### config.mk
export PLATFORM = sky130hd
export DESIGN_NAME = twt_trigger
export DESIGN_NICKNAME = d
export VERILOG_FILES = /design/src/core/twt_trigger.v
export VERILOG_INCLUDE_DIRS = /design/src /design/src/core
export SDC_FILE = /design/constraint.sdc
export NUM_CORES = 1
export LEC_CHECK = 0
export BUFFER_PORTS_ARGS = -buffer_cell sky130_fd_sc_hd__buf_2
export CAP_MARGIN = 0
export CORE_MARGIN = 2
export CORE_UTILIZATION = 48
export CTS_CLUSTER_DIAMETER = 40
export CTS_CLUSTER_SIZE = 28
export DETAILED_ROUTE_END_ITERATION = 6
export PLACE_DENSITY = 0.81
export SLEW_MARGIN = 20
export SYNTH_ARGS = -nofsm -noshare
export SYNTH_HDL_FRONTEND = slang
export SYNTH_SLANG_ARGS = --single-unit
### constraint.sdc
create_clock -name clk_i -period 1.44 [get_ports clk_i]
set_input_delay 0.144 -clock clk_i [delete_from_list [all_inputs] [get_ports clk_i]]
set_output_delay 0.144 -clock clk_i [all_outputs]
set_load 0.01 [all_outputs]
### src/core/twt_consts.vh
`ifndef TWT_CONSTS_VH
`define TWT_CONSTS_VH

// Register byte offsets
`define TWT_OFS_COMP0_CTRL    12'h028
`define TWT_OFS_COMP1_CTRL    12'h038
`define TWT_OFS_TRIG_CTRL     12'h200
`define TWT_OFS_MASTER_CTRL   12'h204
`define TWT_OFS_IRQ_STATUS    12'h208
`define TWT_OFS_IRQ_MASK      12'h20c
`define TWT_ADDR_W            12

// Comparator control fields
`define TWT_FN_LSB            0
`define TWT_FN_MSB            3
`define TWT_VON_BIT           8
`define TWT_SIZE_LSB          10
`define TWT_SIZE_MSB          11
`define TWT_LINK_LSB          12
`define TWT_LINK_MSB          15
`define TWT_HIT_BIT           24

// Match action encodings
`define TWT_FN_OFF            4'h0
`define TWT_FN_FETCH          4'h4
`define TWT_FN_READ           4'h5
`define TWT_FN_WRITE          4'h6
`define TWT_FN_RW             4'h7

// Trigger control fields
`define TWT_ACT0_BIT          0
`define TWT_ACT1_BIT          1
`define TWT_NCOMP_LSB         28
`define TWT_NCOMP_MSB         31
`define TWT_NCOMP_VAL         4'h2

// Master control fields
`define TWT_STARTEN_BIT       0
`define TWT_STOPEN_BIT        1
`define TWT_REC_BIT           2

// Interrupt status / mask fields
`define TWT_IRQ_W             4
`define TWT_IRQ_HIT0          0
`define TWT_IRQ_HIT1          1
`define TWT_IRQ_START         2
`define TWT_IRQ_STOP          3

// Reset values
`define TWT_RST_FN            4'h0
`define TWT_RST_SIZE          2'h0
`define TWT_RST_LINK          4'h0
`define TWT_RST_IRQ           4'h0

`endif

### src/core/twt_trigger.v
// Summary of operation
// - Comparator-1 bits 12, 11:10 and 8 read zero and ignore writes.
// - Hit flag sets on selected operation; a read of its register that returns it set clears it.
// - Comparator-1 bits 31-25 and 23-4 are read-only zero.
// - Action codes: 0000 off, 0100 fetch, 0101 read, 0110 write, 0111 either.
// - Start wins over stop when both pulses come together.
// - Start and stop pulses act only when their enable bits are set.
// - Trigger control reports two comparators in a read-only field.
// - Comparator-1 action bit: 0 gives stop pulse, 1 gives start pulse.
// - Comparator-0 action bit cleared gives stop pulse on comparator-0 hit.
// - Comparator-0 hits on address, data alone, or data plus comparator-1 address.
// - Comparator-1 hit means address fired; recording changes as action selects.
// - Comparator-0 size field: 00 byte, 01 halfword, 10 word, 11 reserved.
//
// Local design decision: the APB interface to the registers.
`timescale 1ns/10ps
`include "twt_consts.vh"

module twt_trigger
(
  // Clock and reset
  input  wire        clk_i,
  input  wire        reset_i,
  // APB slave
  input  wire        psel_i,
  input  wire        penable_i,
  input  wire        pwrite_i,
  input  wire [11:0] paddr_i,
  input  wire [31:0] pwdata_i,
  output wire        pready_o,
  output reg  [31:0] prdata_o,
  output reg         pslverr_o,
  // Core bus activity, one cycle per observed access
  input  wire        access_valid_i,
  input  wire        access_fetch_i,
  input  wire        access_read_i,
  input  wire        access_write_i,
  // Comparator datapath results
  input  wire        addr0_match_i,
  input  wire        data0_match_i,
  input  wire        addr1_match_i,
  // Comparator-0 setup for the datapath
  output reg         value_compare_on_o,
  output reg  [1:0]  value_compare_size_o,
  output reg  [3:0]  linked_address_comparator_o,
  // Trace buffer control
  output reg         trace_start_pulse_o,
  output reg         trace_stop_pulse_o,
  output reg         trace_recording_o,
  // Interrupt
  output wire        irq_o
);

  // Decode of the match action selector against the access type
  function func_hit;
    input [3:0] fn;
    input       fetch;
    input       rd;
    input       wr;
    begin
      case (fn)
        `TWT_FN_FETCH: func_hit = fetch;
        `TWT_FN_READ:  func_hit = rd;
        `TWT_FN_WRITE: func_hit = wr;
        `TWT_FN_RW:    func_hit = rd | wr;
        default:       func_hit = 1'b0;
      endcase
    end
  endfunction

  // Full 12-bit match, so no register shows up again at an alias
  function ofs_match;
    input [11:0] addr;
    input [11:0] ofs;
    begin
      ofs_match = (addr == ofs);
    end
  endfunction

  // Register state
  reg  [3:0]            fn0;
  reg  [3:0]            fn1;
  reg                   hit0;
  reg                   hit1;
  reg                   act0;
  reg                   act1;
  reg                   start_en;
  reg                   stop_en;
  reg  [`TWT_IRQ_W-1:0] irq_status;
  reg  [`TWT_IRQ_W-1:0] irq_mask;

  // Read side snapshot taken at the setup edge
  reg                   cap_hit0;
  reg                   cap_hit1;
  reg                   cap_comp0;
  reg                   cap_comp1;

  // Combinational next values
  reg  [31:0]           next_rdata;
  reg                   next_err;
  reg                   ev0;
  reg                   ev1;
  reg                   next_start;
  reg                   next_stop;
  reg                   next_recording;

  // Bus phase and address decode
  wire                  setup_ph;
  wire                  access_ph;
  wire                  wr_take;
  wire                  rd_take;
  wire                  sel_c0;
  wire                  sel_c1;
  wire                  sel_trig;
  wire                  sel_mst;
  wire                  sel_ist;
  wire                  sel_imk;
  wire [`TWT_IRQ_W-1:0] irq_events;
  wire [`TWT_IRQ_W-1:0] irq_w1c;

  assign setup_ph  = psel_i & ~penable_i;
  assign access_ph = psel_i & penable_i;
  // Zero wait states: read data was prepared at the setup edge
  assign pready_o  = access_ph;
  assign wr_take   = access_ph & pwrite_i;
  assign rd_take   = access_ph & ~pwrite_i;
  assign sel_c0    = ofs_match(paddr_i, `TWT_OFS_COMP0_CTRL);
  assign sel_c1    = ofs_match(paddr_i, `TWT_OFS_COMP1_CTRL);
  assign sel_trig  = ofs_match(paddr_i, `TWT_OFS_TRIG_CTRL);
  assign sel_mst   = ofs_match(paddr_i, `TWT_OFS_MASTER_CTRL);
  assign sel_ist   = ofs_match(paddr_i, `TWT_OFS_IRQ_STATUS);
  assign sel_imk   = ofs_match(paddr_i, `TWT_OFS_IRQ_MASK);

  // Comparator events and the pulses they raise
  always @*
  begin
    ev0 = 1'b0;
    if (access_valid_i & func_hit(fn0, access_fetch_i, access_read_i, access_write_i))
    begin
      if (!value_compare_on_o)
        ev0 = addr0_match_i;
      // Only bit 0 of the link field matters: two comparators exist
      else if (linked_address_comparator_o[0])
        ev0 = data0_match_i & addr1_match_i;
      else
        ev0 = data0_match_i;
    end
    // In linked use comp1 action is zero, so comp1 itself raises nothing
    ev1 = access_valid_i & addr1_match_i &
          func_hit(fn1, access_fetch_i, access_read_i, access_write_i);
    next_start = (ev0 & act0) | (ev1 & act1);
    next_stop  = (ev0 & ~act0) | (ev1 & ~act1);
  end

  // Read data captured in the setup phase, so the access phase answers at once
  always @*
  begin
    next_rdata = 32'h0000_0000;
    next_err   = 1'b0;
    if (sel_c0)
    begin
      next_rdata[`TWT_FN_MSB:`TWT_FN_LSB]     = fn0;
      next_rdata[`TWT_VON_BIT]                = value_compare_on_o;
      next_rdata[`TWT_SIZE_MSB:`TWT_SIZE_LSB] = value_compare_size_o;
      next_rdata[`TWT_LINK_MSB:`TWT_LINK_LSB] = linked_address_comparator_o;
      next_rdata[`TWT_HIT_BIT]                = hit0;
    end
    else if (sel_c1)
    begin
      // Everything else stays zero: no value compare on comparator 1
      next_rdata[`TWT_FN_MSB:`TWT_FN_LSB] = fn1;
      next_rdata[`TWT_HIT_BIT]            = hit1;
    end
    else if (sel_trig)
    begin
      next_rdata[`TWT_NCOMP_MSB:`TWT_NCOMP_LSB] = `TWT_NCOMP_VAL;
      next_rdata[`TWT_ACT0_BIT]                 = act0;
      next_rdata[`TWT_ACT1_BIT]                 = act1;
    end
    else if (sel_mst)
    begin
      next_rdata[`TWT_STARTEN_BIT] = start_en;
      next_rdata[`TWT_STOPEN_BIT]  = stop_en;
      next_rdata[`TWT_REC_BIT]     = trace_recording_o;
    end
    else if (sel_ist)
      next_rdata[`TWT_IRQ_W-1:0] = irq_status;
    else if (sel_imk)
      next_rdata[`TWT_IRQ_W-1:0] = irq_mask;
    else
      next_err = 1'b1;
  end

  always @(posedge clk_i or posedge reset_i)
  begin
    if (reset_i)
    begin
      prdata_o  <= 32'h0000_0000;
      pslverr_o <= 1'b0;
    end
    else if (setup_ph)
    begin
      prdata_o  <= pwrite_i ? 32'h0000_0000 : next_rdata;
      pslverr_o <= next_err;
    end
  end

  // What was shown decides what a read may clear
  always @(posedge clk_i or posedge reset_i)
  begin
    if (reset_i)
    begin
      cap_hit0  <= 1'b0;
      cap_hit1  <= 1'b0;
      cap_comp0 <= 1'b0;
      cap_comp1 <= 1'b0;
    end
    else if (setup_ph)
    begin
      cap_hit0  <= hit0;
      cap_hit1  <= hit1;
      cap_comp0 <= sel_c0;
      cap_comp1 <= sel_c1;
    end
  end

  // Hit flags: only the value actually returned is cleared; a new hit wins
  always @(posedge clk_i or posedge reset_i)
  begin
    if (reset_i)
    begin
      hit0 <= 1'b0;
      hit1 <= 1'b0;
    end
    else
    begin
      if (ev0)
        hit0 <= 1'b1;
      else if (rd_take & cap_comp0 & cap_hit0)
        hit0 <= 1'b0;
      if (ev1)
        hit1 <= 1'b1;
      else if (rd_take & cap_comp1 & cap_hit1)
        hit1 <= 1'b0;
    end
  end

  // Comparator control fields
  always @(posedge clk_i or posedge reset_i)
  begin
    if (reset_i)
    begin
      fn0                         <= `TWT_RST_FN;
      fn1                         <= `TWT_RST_FN;
      value_compare_on_o          <= 1'b0;
      value_compare_size_o        <= `TWT_RST_SIZE;
      linked_address_comparator_o <= `TWT_RST_LINK;
    end
    else if (wr_take)
    begin
      if (sel_c0)
      begin
        fn0                         <= pwdata_i[`TWT_FN_MSB:`TWT_FN_LSB];
        value_compare_on_o          <= pwdata_i[`TWT_VON_BIT];
        // Reserved size code passes through; the datapath owns its meaning
        value_compare_size_o        <= pwdata_i[`TWT_SIZE_MSB:`TWT_SIZE_LSB];
        linked_address_comparator_o <= pwdata_i[`TWT_LINK_MSB:`TWT_LINK_LSB];
      end
      // Only the action code is kept; the rest of the word is dropped
      if (sel_c1)
        fn1 <= pwdata_i[`TWT_FN_MSB:`TWT_FN_LSB];
    end
  end

  // Trigger actions, trace enables and interrupt mask
  always @(posedge clk_i or posedge reset_i)
  begin
    if (reset_i)
    begin
      act0     <= 1'b0;
      act1     <= 1'b0;
      start_en <= 1'b0;
      stop_en  <= 1'b0;
      irq_mask <= `TWT_RST_IRQ;
    end
    else if (wr_take)
    begin
      if (sel_trig)
      begin
        act0 <= pwdata_i[`TWT_ACT0_BIT];
        act1 <= pwdata_i[`TWT_ACT1_BIT];
      end
      if (sel_mst)
      begin
        start_en <= pwdata_i[`TWT_STARTEN_BIT];
        stop_en  <= pwdata_i[`TWT_STOPEN_BIT];
      end
      if (sel_imk)
        irq_mask <= pwdata_i[`TWT_IRQ_W-1:0];
    end
  end

  // Start is tested first so it wins a tie; a disabled pulse is ignored
  always @*
  begin
    next_recording = trace_recording_o;
    if (trace_start_pulse_o & start_en)
      next_recording = 1'b1;
    else if (trace_stop_pulse_o & stop_en)
      next_recording = 1'b0;
  end

  // Trace pulses and recording state
  always @(posedge clk_i or posedge reset_i)
  begin
    if (reset_i)
    begin
      trace_start_pulse_o <= 1'b0;
      trace_stop_pulse_o  <= 1'b0;
      trace_recording_o   <= 1'b0;
    end
    else
    begin
      trace_start_pulse_o <= next_start;
      trace_stop_pulse_o  <= next_stop;
      trace_recording_o   <= next_recording;
    end
  end

  // Sticky interrupt status, write one to clear, set beats clear
  assign irq_events = {trace_stop_pulse_o, trace_start_pulse_o, ev1, ev0};
  assign irq_w1c    = (wr_take & sel_ist) ? pwdata_i[`TWT_IRQ_W-1:0] : `TWT_RST_IRQ;

  always @(posedge clk_i or posedge reset_i)
  begin
    if (reset_i)
      irq_status <= `TWT_RST_IRQ;
    else
      irq_status <= irq_events | (irq_status & ~irq_w1c);
  end

  assign irq_o = |(irq_status & irq_mask);

endmodule // twt_trigger

==> flow_metrics.tcl <==
set metrics [dict create \
    period_share_pct 103 \
    final_cell_mix "58 x buf_2, 50 x dfrtp_1, 24 x buf_4, 19 x conb_1, 18 x mux2_4" \
    hold_start "pwdata_i[13]" \
    drive_gt1_share_pct 46.6 \
    synth_area_um2 2520 \
    min_path_type "in -> reg" \
    dr.pass1.iters 4 \
    grt_usage_pct 20.8 \
    dp_hpwl_um 4430 \
    fin_area_um2 3210 \
    fmax_mhz 672 \
    powerDensity_nw_per_um2 812 \
    cts_buffers 5 \
    worstPathMaxFanout 4 \
    synth_edf_count 0 \
    min_to "linked_address_comparator_o[1]" \
    skew_ns 0.00903 \
    netlist_instances 213 \
    antenna_cells 0 \
    clockBufferDepth 2 \
    die_area_um2 5850 \
    crit_arrival_ns 1.67 \
    die_y_um 76.5 \
    fin_ws_ns -0.0489 \
    crit_required_ns 1.63 \
    overflow 0 \
    drt-initial-drc-count 173 \
    ant_nets 0 \
    path_clk_slew_ns 0.09 \
    layout_commonest_cell "buf_2" \
    root_buffer "clkbuf_8" \
    cts.sinks 50 \
    row_count 26 \
    area_growth_pct 27.4 \
    grt_max_degree 45 \
    synth-seq-cells 50 \
    ff2ff_setup_slack_ns 0.16 \
    critPathLaunchType "primary input" \
    cts_tree "yes" \
    wl_per_cell_um 15.9 \
    via_count 1974 \
    hold_ws_ns 0.0638 \
    drc_errors 0 \
    preCtsSetupSlack_ns -0.459 \
    async_reset_ff_share_pct 100 \
    synth_top_cell_by_area "dfrtp_1" \
    synth.distinct_cells 42 \
    reg2reg_from "fn0[0]" \
    crit_path_end_kind "register" \
    h-tree-depth 2 \
    seq_area_frac_synth_pct 49.7 \
    r2r-end "trace_stop_pulse_o" \
    max_cap_violations 0 \
    netlist.area_leader.share_pct 49.7 \
    clk_latency_ns 0.30 \
    die_w_um 76.5 \
    setup_viol 4 \
    io_pins 101 \
    reg2regPathDepth 4 \
    violations "setup timing" \
    report.power.total_mw 2.61 \
    nNetsFinal 353 \
    finalMaxSlewViolations 0 \
    grt_pass1_wl_um 9490 \
    vias_per_cell 5.36 \
    start_util_pct 49.7 \
    period_needed_ns 1.49 \
    antenna_found_initial 0 \
    totalWireLength_um 5860 \
    synth-warning-count 0 \
    syn_area_per_cell_um2 11.8 \
    rsz0062_at_grt "true" \
    p_leak_nw 1.66 \
    fill_cells 406 \
    hold_viol_final 0 \
    design.core.area_um2 5070 \
    synthTopCellsByArea "dfrtp_1 50%, mux2_2 11%, buf_4 5.7%" \
    port-buffer-count 60 \
    status "complete, but fails checks" \
    dp_cells 357 \
    fin_cells 368 \
    whs_path_depth 2 \
    grt_pass1_vias 1859 \
    routabilityCongestion 0.854 \
    place_area_um2 3040 \
    yosys_most_used_dff "dfrtp_1" \
    vdd_drop_max_uv 558 \
    criticalPathCategory "in -> reg" \
]
final cells by class:
cell class | instances | area, um^2 | area share (%)
tap | 70 | 87.6 | 2.73
timing repair buffer | 87 | 543 | 16.9
multi-input combinational | 147 | 1190 | 37.2
clock inverter | 2 | 37.5 | 1.17
sequential | 50 | 1250 | 39.0
clock buffer | 6 | 72.6 | 2.26
inverter | 6 | 22.5 | 0.702
worst max-delay path by stage:
stage / from / endpoint / depth (start not counted)
6_report: paddr_i[1] / irq_mask[2] / 5
3_5_place_dp: paddr_i[10] / irq_mask[2] / 5
4_1_cts: paddr_i[0] / irq_mask[2] / 5
2_1_floorplan: paddr_i[4] / irq_mask[0] / 6
5_1_grt: paddr_i[1] / irq_mask[2] / 5
3_3_place_gp: paddr_i[10] / irq_mask[2] / 5
synthesized netlist by cell type (all sizes together) (2+ instances only):
master	n
nor4	4
a32oi	3
nand2	13
mux2	29
a22oi	3
buf	25
a21oi	2
inv	6
nand2b	5
nand4b	2
nand3	9
nor2	5
a21o	6
mux2i	3
a22o	10
clkbuf	3
dfrtp	50
nor3	5
nor3b	2
and3	4
o21ai	9
mux4	2
layer usage:
layer	part of all wire (%)	wire length [um]	vias up	GRT usage (%)
met3	7.3	429	13	5.21
met5	0	0	-	0
met4	2.0	119	0	6.91
li1	-	-	909	-
met1	44	2580	945	29.3
met2	47	2730	107	31.8
metrics by stage:
stage,TNS [ns],util (%)
floorplan,-1.89,-
global placement,-6.89,59.9
detailed placement,-7.73,59.9
CTS,-0.180,62.9
global route,-0.404,63.2
finish,-0.177,63.2
registers in the layout (all words and copies together) (netlist names), 2 cells and up:
signal,count
fn1,4
irq_mask,4
value_compare_size_o,2
irq_status,4
prdata_o,13
linked_address_comparator_o,4
fn0,4
critical path, stage by stage:
cell    delay [ns]
buf_6         0.09
or4b_4        0.54
nor4_4        0.32
and3_4        0.28
mux2_4        0.30
cells by family (layout without fill, tap and decap cells):
group | Yosys count | count (layout) | synth area share [%]
simple gates | 57 | 57 | 14.2
flops | 50 | 50 | 49.7
buf+inv | 34 | 101 | 8.69
mux | 34 | 34 | 16.5
compound gates | 37 | 37 | 10.8
other cells | 1 | 19 | 0.149
timing repair:
item / in CTS / in global routing
gates resized for setup: 7 / 2
setup buffers: 1 / 1
hold buffers: 1 / 0
setup endpoints to repair: 10 / 12
hold endpoints to repair: 29 / 0
pin swaps: 4 / 2
power breakdown:
group | internal [mW] | total (mW) | leakage, nW | switching (mW)
combinational | 0.0973 | 0.237 | 0.916 | 0.139
sequential | 1.40 | 1.41 | 0.694 | 0.00149
clock | 0.518 | 0.964 | 0.0514 | 0.446
total | 2.02 | 2.61 | 1.66 | 0.587
Note: power is estimated with default switching activity, not from simulation.
